## src/design/mmb_pkg.sv

```systemverilog
`default_nettype none
package mmb_pkg;
	// ----------------------------------------
	// encodings
	// ----------------------------------------
	localparam logic [7:0]  OPC_BANK_LOAD  = 8'h01;
	localparam logic [3:0]  PFX_MOVE_SRC   = 4'hC;
	localparam logic [3:0]  PFX_MOVE_DST   = 4'hF;
	localparam int          WORD_W         = 16;
	localparam int          ADDR_W         = 12;
	localparam logic [11:0] ADDR_RESET     = 12'h000;
	localparam logic [7:0]  BANK_RESET     = 8'h00;
	localparam logic [3:0]  BANK_HI_ZERO   = 4'h0;
	localparam int          PHASES         = 4;
	// ----------------------------------------
	// field positions in the instruction word
	// ----------------------------------------
	localparam int          OPC_MSB        = 15;
	localparam int          OPC_LSB        = 8;
	localparam int          PFX_LSB        = 12;
	localparam int          FIELD_MSB      = 11;
	localparam int          FIELD_LSB      = 0;
	localparam int          LIT_MSB        = 7;
	localparam int          LIT_LSB        = 0;
	localparam int          NIB_MSB        = 3;
	localparam int          BANK_HI_LSB    = 4;
	// ----------------------------------------
	// quarter phases, one-hot
	// ----------------------------------------
	typedef enum logic [3:0] {
		Q1 = 4'b0001,
		Q2 = 4'b0010,
		Q3 = 4'b0100,
		Q4 = 4'b1000
	} mmb_phase_t;
	// ----------------------------------------
	// execution states, one-hot
	// ----------------------------------------
	typedef enum logic [2:0] {
		ST_SINGLE = 3'b001,
		ST_MOVE2  = 3'b010,
		ST_OTHER  = 3'b100
	} mmb_state_t;
endpackage
`default_nettype wire

```

## src/design/mmb_phase_gen.sv

```systemverilog
`default_nettype none
module mmb_phase_gen (
	input  wire logic              CLK,
	input  wire logic              NRST,
	output var  mmb_pkg::mmb_phase_t PHASE
);
	// ----------------------------------------
	// rotating quarter-phase ring
	// ----------------------------------------
	always_ff @(posedge CLK or negedge NRST) begin
		if (!NRST) begin
			PHASE <= mmb_pkg::Q1;
		end else begin
			case (PHASE)
				mmb_pkg::Q1: PHASE <= mmb_pkg::Q2;
				mmb_pkg::Q2: PHASE <= mmb_pkg::Q3;
				mmb_pkg::Q3: PHASE <= mmb_pkg::Q4;
				mmb_pkg::Q4: PHASE <= mmb_pkg::Q1;
				default:     PHASE <= mmb_pkg::Q1;
			endcase
		end
	end

	chk_ring_order: assert property (@(posedge CLK) disable iff (!NRST)
		PHASE == mmb_pkg::Q1 |=> PHASE == mmb_pkg::Q2 ##1 PHASE == mmb_pkg::Q3
		##1 PHASE == mmb_pkg::Q4) else $error("phase ring out of order");
endmodule
`default_nettype wire

```

## src/design/mmb_exec.sv

```systemverilog
`default_nettype none
// How it works
// - bank register takes literal low nibble; upper nibble always zero.
// - bank load: decode, read literal, process, write bank register in Q4.
// - move is two words: 0xC plus source, then 0xF plus destination.
// - both move addresses span 0..4095 directly, ignoring the bank register.
// - move cycle one: decode, read source in Q2, Q4 does nothing.
// - move cycle two: no read at all, write held data at Q4.
// - move copies data unchanged, flags untouched; accumulator may be either end.
module mmb_exec (
	input  wire logic        CLK,
	input  wire logic        NRST,
	input  wire logic [15:0] INSTR,
	input  wire logic [7:0]  RD_DATA,
	output var  logic        RD_EN,
	output var  logic [11:0] RD_ADDR,
	output var  logic        WR_EN,
	output var  logic [11:0] WR_ADDR,
	output var  logic [7:0]  WR_DATA,
	output var  logic [7:0]  BANK_SELECT,
	output var  logic        FLAGS_WE,
	output var  logic        CYCLE_END
);
	// ----------------------------------------
	// phases and decode
	// ----------------------------------------
	mmb_pkg::mmb_phase_t phase;
	mmb_pkg::mmb_state_t state;
	logic [7:0]          literal;
	logic [7:0]          held;
	logic [11:0]         src;
	logic [7:0]          opcode;
	logic [3:0]          prefix;
	logic [11:0]         field;
	logic [3:0]          nibble;
	logic                is_bank;
	logic                is_move;
	logic                is_dest;
	logic                in_q1;
	logic                in_q2;
	logic                in_q3;
	logic                in_q4;
	logic                first_cycle;
	logic                second_cycle;
	logic                capture_go;
	logic                bank_go;
	logic                write_go;

	// ----------------------------------------
	// elaboration checks on the word layout and the phase ring width
	// ----------------------------------------
	if (mmb_pkg::PFX_LSB != mmb_pkg::ADDR_W) begin : g_bad_field
		$error("address field must sit right below the prefix");
	end
	if (mmb_pkg::OPC_MSB != mmb_pkg::WORD_W - 1) begin : g_bad_word
		$error("opcode must sit at the top of the word");
	end
	if ($bits(mmb_pkg::mmb_phase_t) != mmb_pkg::PHASES) begin : g_bad_ring
		$error("phase ring must hold one bit per phase");
	end

	mmb_phase_gen u_phase (
		.CLK   (CLK),
		.NRST  (NRST),
		.PHASE (phase)
	);

	// ----------------------------------------
	// instruction fields
	// ----------------------------------------
	assign opcode  = INSTR[mmb_pkg::OPC_MSB:mmb_pkg::OPC_LSB];
	assign prefix  = INSTR[mmb_pkg::OPC_MSB:mmb_pkg::PFX_LSB];
	assign field   = INSTR[mmb_pkg::FIELD_MSB:mmb_pkg::FIELD_LSB];
	assign nibble  = literal[mmb_pkg::NIB_MSB:mmb_pkg::LIT_LSB];
	assign is_bank = (opcode == mmb_pkg::OPC_BANK_LOAD);
	assign is_move = (prefix == mmb_pkg::PFX_MOVE_SRC);
	assign is_dest = (prefix == mmb_pkg::PFX_MOVE_DST);

	// ----------------------------------------
	// phase and cycle strobes
	// ----------------------------------------
	assign in_q1        = (phase == mmb_pkg::Q1);
	assign in_q2        = (phase == mmb_pkg::Q2);
	assign in_q3        = (phase == mmb_pkg::Q3);
	assign in_q4        = (phase == mmb_pkg::Q4);
	assign first_cycle  = (state == mmb_pkg::ST_SINGLE);
	assign second_cycle = (state == mmb_pkg::ST_MOVE2);
	assign capture_go   = in_q1 && first_cycle;
	assign bank_go      = in_q3 && first_cycle && is_bank;
	assign write_go     = in_q3 && second_cycle;
	assign CYCLE_END    = in_q4;
	assign FLAGS_WE     = 1'b0;

	// ----------------------------------------
	// cycle state: a second word consumed only after a move first word
	// ----------------------------------------
	always_ff @(posedge CLK or negedge NRST) begin
		if (!NRST) begin
			state <= mmb_pkg::ST_SINGLE;
		end else if (in_q4) begin
			case (state)
				mmb_pkg::ST_SINGLE: state <= is_move ? mmb_pkg::ST_MOVE2 : mmb_pkg::ST_SINGLE;
				mmb_pkg::ST_MOVE2:  state <= mmb_pkg::ST_SINGLE;
				default:            state <= mmb_pkg::ST_SINGLE;
			endcase
		end
	end

	// ----------------------------------------
	// operand capture
	// ----------------------------------------
	always_ff @(posedge CLK or negedge NRST) begin
		if (!NRST) begin
			literal <= mmb_pkg::BANK_RESET;
			src     <= mmb_pkg::ADDR_RESET;
		end else if (capture_go) begin
			literal <= INSTR[mmb_pkg::LIT_MSB:mmb_pkg::LIT_LSB];
			src     <= field;
		end
	end

	// ----------------------------------------
	// source read in Q2 of move cycle one
	// ----------------------------------------
	always_comb begin
		RD_EN   = in_q2 && first_cycle && is_move;
		RD_ADDR = src;
	end

	always_ff @(posedge CLK or negedge NRST) begin
		if (!NRST) begin
			held <= mmb_pkg::BANK_RESET;
		end else if (RD_EN) begin
			held <= RD_DATA;
		end
	end

	// ----------------------------------------
	// destination write in Q4 of move cycle two
	// ----------------------------------------
	always_ff @(posedge CLK or negedge NRST) begin
		if (!NRST) begin
			WR_EN   <= 1'b0;
			WR_ADDR <= mmb_pkg::ADDR_RESET;
			WR_DATA <= mmb_pkg::BANK_RESET;
		end else begin
			WR_EN <= write_go && is_dest;
			if (write_go) begin
				WR_ADDR <= field;
				WR_DATA <= held;
			end
		end
	end

	// ----------------------------------------
	// bank select register, written in Q4
	// ----------------------------------------
	always_ff @(posedge CLK or negedge NRST) begin
		if (!NRST) begin
			BANK_SELECT <= mmb_pkg::BANK_RESET;
		end else if (bank_go) begin
			BANK_SELECT <= {mmb_pkg::BANK_HI_ZERO, nibble};
		end
	end

	// ----------------------------------------
	// checks
	// ----------------------------------------
	chk_bank_hi_zero: assert property (@(posedge CLK) disable iff (!NRST)
		BANK_SELECT[mmb_pkg::LIT_MSB:mmb_pkg::BANK_HI_LSB] == mmb_pkg::BANK_HI_ZERO)
		else $error("bank upper nibble set");
	chk_bank_in_q4: assert property (@(posedge CLK) disable iff (!NRST)
		$changed(BANK_SELECT) |-> in_q4) else $error("bank written off Q4");
	chk_bank_value: assert property (@(posedge CLK) disable iff (!NRST)
		bank_go |=> BANK_SELECT == {mmb_pkg::BANK_HI_ZERO, $past(nibble)})
		else $error("bank literal wrong");
	chk_bank_kept: assert property (@(posedge CLK) disable iff (!NRST)
		!bank_go |=> $stable(BANK_SELECT)) else $error("bank changed without load");
	chk_literal_take: assert property (@(posedge CLK) disable iff (!NRST)
		capture_go |=> literal == $past(INSTR[mmb_pkg::LIT_MSB:mmb_pkg::LIT_LSB]))
		else $error("literal not taken");
	chk_move_decode: assert property (@(posedge CLK) disable iff (!NRST)
		RD_EN |-> is_move) else $error("read without move");
	chk_move_pairs: assert property (@(posedge CLK) disable iff (!NRST)
		in_q4 && first_cycle && is_move |=> second_cycle) else $error("second word lost");
	chk_state_legal: assert property (@(posedge CLK) disable iff (!NRST)
		$onehot(state) && state != mmb_pkg::ST_OTHER) else $error("illegal cycle state");
	chk_read_q2: assert property (@(posedge CLK) disable iff (!NRST)
		RD_EN |-> in_q2 && first_cycle) else $error("read phase");
	chk_read_addr: assert property (@(posedge CLK) disable iff (!NRST)
		RD_EN |-> RD_ADDR == field) else $error("read address");
	chk_read_pulse: assert property (@(posedge CLK) disable iff (!NRST)
		RD_EN |=> !RD_EN) else $error("read longer than one clock");
	chk_no_read_c2: assert property (@(posedge CLK) disable iff (!NRST)
		second_cycle |-> !RD_EN) else $error("read in move cycle two");
	chk_write_q4: assert property (@(posedge CLK) disable iff (!NRST)
		WR_EN |-> in_q4 && second_cycle) else $error("write phase");
	chk_write_addr: assert property (@(posedge CLK) disable iff (!NRST)
		WR_EN |-> WR_ADDR == field) else $error("write address");
	chk_write_pulse: assert property (@(posedge CLK) disable iff (!NRST)
		WR_EN |=> !WR_EN) else $error("write longer than one clock");
	chk_move_data: assert property (@(posedge CLK) disable iff (!NRST)
		RD_EN ##1 1'b1 [*5] ##1 WR_EN |-> WR_DATA == $past(RD_DATA, 6))
		else $error("copy mismatch");
	chk_flags_kept: assert property (@(posedge CLK) disable iff (!NRST)
		!FLAGS_WE) else $error("flags written");
	chk_lone_nop: assert property (@(posedge CLK) disable iff (!NRST)
		first_cycle |-> !WR_EN) else $error("lone word wrote");
	chk_lone_dest: assert property (@(posedge CLK) disable iff (!NRST)
		in_q3 && first_cycle && is_dest |=> !WR_EN) else $error("lone destination wrote");

	// ----------------------------------------
	// scenarios
	// ----------------------------------------
	cov_bank: cover property (@(posedge CLK) disable iff (!NRST) $changed(BANK_SELECT));
	cov_bank_high: cover property (@(posedge CLK) disable iff (!NRST)
		bank_go && literal[mmb_pkg::LIT_MSB:mmb_pkg::BANK_HI_LSB] != mmb_pkg::BANK_HI_ZERO);
	cov_move: cover property (@(posedge CLK) disable iff (!NRST) WR_EN);
	cov_pair: cover property (@(posedge CLK) disable iff (!NRST)
		RD_EN ##6 WR_EN);
	cov_lone: cover property (@(posedge CLK) disable iff (!NRST)
		capture_go && is_dest);
endmodule
`default_nettype wire

```

## config.mk

```make
export PLATFORM = sky130hd
export DESIGN_NAME = mmb_exec
export DESIGN_NICKNAME = d
export VERILOG_FILES = /design/src/design/mmb_pkg.sv /design/src/design/mmb_phase_gen.sv /design/src/design/mmb_exec.sv
export SDC_FILE = /design/constraint.sdc
export NUM_CORES = 1
export LEC_CHECK = 0
export BUFFER_PORTS_ARGS = -buffer_cell sky130_fd_sc_hd__buf_2
export CAP_MARGIN = 20
export CELL_PAD_IN_SITES_DETAIL_PLACEMENT = 0
export CELL_PAD_IN_SITES_GLOBAL_PLACEMENT = 2
export CORE_ASPECT_RATIO = 1.2
export CORE_MARGIN = 2
export CORE_UTILIZATION = 35
export DETAILED_ROUTE_END_ITERATION = 16
export HOLD_SLACK_MARGIN = 0.12
export PLACE_DENSITY_LB_ADDON = 0.1
export SETUP_SLACK_MARGIN = 0.15
export SLEW_MARGIN = 10
export SYNTH_ARGS = -nofsm -noshare
export SYNTH_HDL_FRONTEND = slang
export SYNTH_SLANG_ARGS = --single-unit
```

## constraint.sdc

```tcl
create_clock -name CLK -period 4.9 [get_ports CLK]
set_input_delay 0.98 -clock CLK [delete_from_list [all_inputs] [get_ports CLK]]
set_output_delay 0.98 -clock CLK [all_outputs]
set_load 0.01 [all_outputs]
```

# Word-level counts from Yosys, hierarchy flattened
# Index checks and enable logic that the tools add are counted.
# totals
wordCells	28
reg_bits	56
out_inout_bits	44
# classes
n_eq_ne	9
reduce_logical	7
muxes	3
# ops
op	count
$eq 4x4->1 const B	3
$pmux 4 s3	1
$eq 8x1->1 const B	1
$logic_and 1x1->1	7
$eq 4x1->1 const B	1
$eq 4x2->1 const B	1
$eq 4x3->1 const B	1
$mux 2	2
$eq 3x1->1 const B	1
$eq 3x2->1 const B	1

# Longest topological paths before layout
# Gate-level depths: netlist of run 1.
# depth
ltp_word	3
ltp_mapped	4
depth_no_buf	3

# Hierarchy
# From an unflattened synthesis of run 1, not the netlist that was laid out.
# unflattened
cells_unflattened	129
hier_area_um2	2070.7
# by_module_without_submodules
module	seq_area_each_um2	cells_per_inst	n_inst	area_each_um2
mmb_exec	1177.4	118	1	1918.1
mmb_phase_gen	101.3	11	1	152.6

# Worst setup path after synthesis of run 1
# OpenSTA, ideal clock, no wires.
# synth_timing
path_type	input to output
startpoint	input port INSTR[12]
endpoint	output port RD_EN
arrival_time_ps	1749
t_required_ps	3920
slack_ps	2171
stages	3
path_cell_list	nor4b_1 -> and4_1 -> buf_4
# synth_between
elab_chain_cells	2
# synth_rtl
item	line	rtl
from (decl)	mmb_exec.sv:13	input wire logic [15:0] INSTR,
$eq 4x4->1	mmb_exec.sv:76	assign is_move = (prefix == mmb_pkg::PFX_MOVE_SRC);
$logic_and 1x1->1	mmb_exec.sv:126	RD_EN = in_q2 && first_cycle && is_move;
to (decl)	mmb_exec.sv:15	output var logic RD_EN,
# No other way between the ends.

# Worst setup path in the final report of run 1
# Ends and elaborated chain as after synthesis.

==> results of run 1 <==
==> sequential cells by signal (all words and copies together), names as in the netlist <==
name and cells:
u_phase.PHASE 4, RD_ADDR 9, literal 3, BANK_SELECT 4, WR_EN 1, WR_ADDR 12
WR_DATA 8, state 2, held 8
==> report_power, final <==
group          internal [mW]  switching [mW]
Sequential             0.445          0.0117
Clock                  0.129           0.123
Combinational         0.0373          0.0361
Total                  0.611           0.171
==> worst max-delay path: stages <==
cell,delay (ps)
buf_2,100
nor4b_1,460
and4_1,550
buf_2,220
==> per-layer routing <==
metal	vias up	wire length [um]	track usage [%]
li1	560	-	-
met1	636	1470	15.2
met2	37	2040	23.6
met3	4	251	4.19
met4	0	45	5.05
met5	-	0	0
==> through the flow <==
step	hold slack [ps]	instance area, um^2	cells	worst slack (ps)	util [%]
2_1_floorplan	477	2010	127	2170	-
3_3_place_gp	482	2350	246	1650	42.0
3_5_place_dp	487	2370	247	1580	42.3
4_1_cts	508	2470	255	1590	44.1
5_1_grt	521	2470	255	1450	44.1
6_report	502	2470	255	1600	44.1
==> final cells by class <==
type                    instances  area [um^2]
clock buffers                   8          100
repair buffers                 65          338
multi-input cells              66          668
flip-flops and latches         51         1280
well taps                      64         80.1
fillers                       528         3120
inverters                       1         3.75
==> final timing paths <==
kind / slack (ps) / to / depth (start not counted)
worst max-delay path: 1600 / RD_EN / 4
worst min-delay path: 500 / WR_ADDR[4] / 1
worst max register to register: 2810 / WR_DATA[4] / 4
worst min register to register: 500 / WR_ADDR[4] / 1
max in group asynchronous: 3760 / literal[0] / 1
min in group asynchronous: 710 / RD_ADDR[8] / 1
==> cell families (layout without fill, tap and decap cells) <==
group,count (synthesis),count (layout),synth area share (%)
compound gates,2,2,0.627
buf+inv,10,74,3.20
flops,51,51,64.1
mux,44,44,24.8
other cells,1,5,0.188
simple gates,15,15,7.08
==> cell usage after synthesis, types with 2 or more instances <==
| library cell | n | area, um^2 |
|---|---|---|
| buf_2 | 3 | 15.0 |
| buf_4 | 6 | 45.0 |
| dfrtp_1 | 49 | 1230 |
| dfstp_2 | 2 | 52.6 |
| mux2_2 | 44 | 495 |
| nand4_1 | 3 | 18.8 |
| nor2_1 | 2 | 7.51 |
| nor4b_1 | 3 | 26.3 |
| nor4b_4 | 2 | 47.6 |
==> summary.txt, run 1 <==
Synth
  – Post-synth EDFFs: 0
  – Synth Flop Type: dfrtp_1
  – Sequential cell area fraction in the yosys report: between 60% and 70%
  – Total number of yosys warnings: 0
  – Netlist cell types: 18
  – Yosys reg bits: 51
  – Synth async-reset ratio: 100%
  – Post-Syn Area: ~2000 um^2
  – Post-Syn Instances: 123
  – Avg Cell Area, Syn: ~16 um^2

Power
  – LEAKAGE: 1.24 nW
  – Pwr dens: around 320 nW/um^2
  – Pwr Total: slightly below 0.8 mW
  – Worst vdd ir: roughly 0.17 mV

CTS
  – Number of buffers created by CTS: 5
  – CTS Sinks: 51
  – CTS root buffer: clkbuf_8
  – H-tree depth: 2
  – Clock Path Buffers: 2
  – CTS tree: yes
  – Post-CTS setup buffer count: 0
  – # resized after CTS: 0
  – Hold_buf cts: 0
  – Worst skew pair latency: a little under 300 ps
  – Clk pin slew, worst setup/hold paths: about 80 ps

Floorplanning
  – FP Rows: 30
  – IO Count: 70
  – Die span in x: about 73 um
  – Initial core utilization: between 30% and 40%
  – Die Y: just under 90 um
  – Die Footprint: between 6000 and 7000 um^2
  – Core area: between 5000 and 6000 um^2

Drt
  – Vias: 1237
  – DRC: 0
  – Wire per inst: 14.9 um
  – Count of TritonRoute iterations in the first routing pass: 3
  – Avg Vias per Cell: between 4 and 5
  – DRT Wirelength: approximately 3800 um
  – 1st-iter DRT viols: 24
  – DRT antenna net count: 0

Setup path
  – Worst Path Max Fanout: 9
  – Reg-to-Reg Start: u_phase.PHASE[1]
  – Worst EP required: between 3000 and 4000 ps
  – Crit path from: INSTR[12]
  – Crit. End Element: output port
  – Worst Path Arrival: 2320 ps
  – Critical path startpoint category: input port
  – WS Path Type: in2out

Timing
  – Final Setup Violations: 0
  – Clock Skew: around 3 ps
  – Slew Viols, Final: 0
  – Worst rel slew slack: 55.2%
  – Final Cycle Share: between 60% and 70%
  – Tmin final: between 3000 and 4000 ps
  – RSZ-0062 raised after global routing: false
  – Worst-margin pin slew: between 600 and 700 ps
  – Post-Route Setup TNS: 0 ps
  – Final Hold Viols: 0
  – Achievable Freq: between 0.3 and 0.4 GHz

Final layout
  – Area delta synth->final: 23.7%
  – Ant. Diodes: 0
  – Highest-count cells in the layout ignoring fill and taps: buf_2, dfrtp_1, mux2_2, clkbuf_8, conb_1
  – Share of cells above drive strength 1: between 60% and 70%
  – Final net count: roughly 220
  – Commonest non-fill, non-tap cell in the layout: buf_2

Job
  – Max_cap viols: 0

GRT
  – Largest net degree at the start of global routing: 52
  – First-pass GRT wire length: roughly 6400 um
  – Initial antenna violation count: 0
  – Grt ovf: 0
  – Gr usage total: 13.5%
  – Number of global-route vias before repair: around 1400

Placed design
  – Gpl congestion: about 0.66
  – IO buf count: 64
  – HPWL after DPL: about 2800 um

Outcome
  – Status: completed

Min path
  – Path type of the worst min-delay path: reg2reg
  – Hold Crit Start: WR_ADDR[4]
Note: power is estimated with default switching activity, not from simulation.
==> inputs of run 2 (changes only) <==
- ABC_AREA: unset -> 1
- CORE_UTILIZATION: 35 -> 26
- clock period: 4.9 -> 3 ns (I/O delays scaled with it)
==> run 2 against run 1 <==
Against the previous run:
- setup slack worse by 960 ps
- combinational power up 60%
- clock power up 77%
- die area up 48%
- global-route usage about the same
- clock-buffer cell count down 1
- final area up 9.4%
- register-to-register slack worse by 1500 ps
- hold slack worse by 120 ps
- synthesized cell count up 100%
- critical endpoint unchanged
- highest routed layer unchanged
==> summary.txt, run 2 <==
Outcome
  – Status: completed

CTS
  – Number of buffers created by CTS: 5 (unchanged)
  – # resized after CTS: 0 (unchanged)
  – Hold_buf cts: 0 (unchanged)
  – Clk pin slew, worst setup/hold paths: 100 ps (+20 ps)
  – Post-CTS setup buffer count: 0 (unchanged)
  – CTS root buffer: clkbuf_8
  – CTS Sinks: 51 (unchanged)
  – H-tree depth: 2 (unchanged)
  – CTS tree: yes
  – Clock Path Buffers: 2 (unchanged)
  – Worst skew pair latency: 310 ps (+20 ps)

GRT
  – First-pass GRT wire length: 9500 um (+48%)
  – Gr usage total: 13.5% (about the same)
  – Number of global-route vias before repair: 1826 (+34%)
  – Largest net degree at the start of global routing: 34 (-35%)
  – Met1 GRT Util: 17.0% (+1.8 points)
  – Grt met2 use: 22.8% (-0.82 points)
  – GR peak layer: met2
  – Grt ovf: 0 (unchanged)
  – Initial antenna violation count: 0 (unchanged)
  – Met3 Use GR: 3.05% (-1.1 points)

Setup path
  – WS Path Type: reg2out
  – Worst Path Max Fanout: 11 (+2)
  – R2r worst-path depth: 6 (+2)
  – Worst Path Arrival: 1750 ps (-570 ps)
  – Critical path startpoint category: flop
  – Worst EP required: 2400 ps (-1520 ps)
  – Crit. End Element: output port

Floorplanning
  – Die span in x: 88.7 um (+22%)
  – Core area: 8470 um^2 (+51%)
  – Die Y: 106 um (+22%)
  – FP Rows: 37 (+23%)
  – Initial core utilization: 26.4% (-9.3 points)
  – Die Footprint: 9370 um^2 (+48%)
  – IO Count: 70 (unchanged)

Power
  – Pwr Total: 1.31 mW (+67%)
  – Pwr dens: 484 nW/um^2 (+53%)
  – LEAKAGE: 1.49 nW (+20%)
  – Worst vdd ir: 0.206 mV (+25%)

Final layout
  – Final net count: 334 (+55%)
  – Area delta synth->final: 20.6%
  – Ant. Diodes: 0 (unchanged)
  – Commonest non-fill, non-tap cell in the layout: nand2_1
  – Max reg flops: 12 (unchanged)
  – Highest-count cells in the layout ignoring fill and taps: nand2_1, buf_2, dfrtp_1, nand3_1, o21ai_0
  – Fillers: 958 (+81%)
  – Most flop-heavy register: WR_ADDR
  – Share of cells above drive strength 1: 31.1% (-32 points)
  – Final instance area: 2700 um^2 (+9.4%)
  – Finished Layout Cells: 426 (+67%)
  – Register area: 1280 um^2 (unchanged)
  – Multi-input logic area: 779 um^2 (+17%)

Placed design
  – Dpl ws: 761 ps (-823 ps)
  – Placed insts: 418 (+69%)
  – Placed Area: 2600 um^2 (+9.7%)
  – IO buf count: 64 (unchanged)
  – HPWL after DPL: 4030 um (+43%)
  – Gpl congestion: 0.673 (+2.0%)

Drt
  – Count of TritonRoute iterations in the first routing pass: 6 (+3)
  – DRT Wirelength: 5950 um (+56%)
  – Wire per inst: 14.0 um (-6.5%)
  – Avg Vias per Cell: 4.18 (-14%)
  – DRT antenna net count: 0 (unchanged)
  – Vias: 1781 (+44%)
  – DRC: 0 (unchanged)
  – 1st-iter DRT viols: 46 (+92%)

Synth
  – Avg Cell Area, Syn: 9.10 um^2 (-44%)
  – Post-synth EDFFs: 0 (unchanged)
  – Netlist cell types: 21 (+3)
  – Sequential cell area fraction in the yosys report: 57.1% (-6.9 points)
  – Synth async-reset ratio: 100% (unchanged)
  – Post-Syn Area: 2240 um^2 (+12%)
  – Synth Flop Type: dfrtp_1
  – Count leader, synth: nand2_1
  – Total number of yosys warnings: 0 (unchanged)
  – Yosys top cell area share: 54.8% (-6.7 points)
  – Post-Syn Instances: 246 (+100%)
  – Synth area leaders: dfrtp_1, nand2_1, nand3_1
  – Yosys top cell by area: dfrtp_1
  – Post-synth top cells: nand2_1, dfrtp_1, nand3_1
  – Yosys reg bits: 51 (unchanged)

Timing
  – Slew Viols, Final: 0 (unchanged)
  – Final worst slack: 646 ps (-957 ps)
  – Final Cycle Share: between 70% and 80%
  – Final Hold Viols: 0 (unchanged)
  – RSZ-0062 raised after global routing: false
  – Worst rel slew slack: 44.5% (-11 points)
  – Final Setup Violations: 0 (unchanged)
  – Post-Route Setup TNS: 0 ps (unchanged)
  – Clock Skew: 14.3 ps (+11.3 ps)
  – Tmin final: approximately 2400 ps
  – Worst-margin pin slew: 833 ps (+163 ps)
  – Achievable Freq: 0.425 GHz

Job
  – Max_cap viols: 0 (unchanged)

Min path
  – Path type of the worst min-delay path: in2async
==> run 2: changes by cell type in the layout (fill, tap and decap cells not counted), moves of 7 or more <==
cell	before	now
mux2_2	44	0
o21ai_0	1	12
nand2_1	0	95
nor2_1	2	9
inv_1	1	8
nand3_1	1	32
==> run 2: worst max-delay path, stage by stage (launching register included) <==
cell	delay, ps
dfstp_2	580
inv_2	50
nor2_4	100
nand2_2	80
nor2_4	240
nand2_2	200
inv_1	80
buf_2	130
==> run 2: cell type report <==
| cell class | instances | share of cell area [%] |
|---|---|---|
| timing repair buffer | 67 | 12.7 |
| clock buffer | 7 | 3.57 |
| tap | 117 | 5.42 |
| inverter | 13 | 1.81 |
| clock inverter | 1 | 0.278 |
| sequential | 51 | 47.4 |
| multi-input combinational | 170 | 28.9 |
==> run 2: report_power, final <==
group	switching (mW)	internal, mW
clock network	0.236	0.210
logic	0.0721	0.0450
registers	0.0210	0.722
==> run 2: kinds of logic after synthesis <==
| logic type | Yosys count | synth area share [%] |
|---|---|---|
| and+or+nand+nor | 150 | 30.5 |
| DFF | 51 | 57.1 |
| buffers and inverters | 29 | 8.72 |
| AOI/OAI and AO/OA | 15 | 3.52 |
| other | 1 | 0.168 |
==> run 2: stage by stage <==
step           utilization [%]  hold slack (ps)
2_1_floorplan                -              304
3_3_place_gp              30.6              451
3_5_place_dp              30.6              453
4_1_cts                   31.9              398
5_1_grt                   31.9              441
6_report                  31.9              387
==> run 2: final timing paths <==
| path | to | slack (ps) | startpoint |
|---|---|---|---|
| worst max register to register | WR_ADDR[8] | 1290 | u_phase.PHASE[1] |
| worst min register to register | WR_DATA[0] | 470 | WR_DATA[0] |
| worst min-delay path | held[0] | 390 | NRST |
| worst max-delay path | RD_EN | 650 | state[0] |
| max in group asynchronous | state[0] | 1840 | NRST |
| min in group CLK | WR_DATA[0] | 470 | WR_DATA[0] |
==> run 2: routing by layer <==
metal / wire, um / up-vias
li1: - / 883
met2: 2940 / 42
met4: 54 / 0
met5: 0 / -
met1: 2670 / 852
met3: 284 / 4
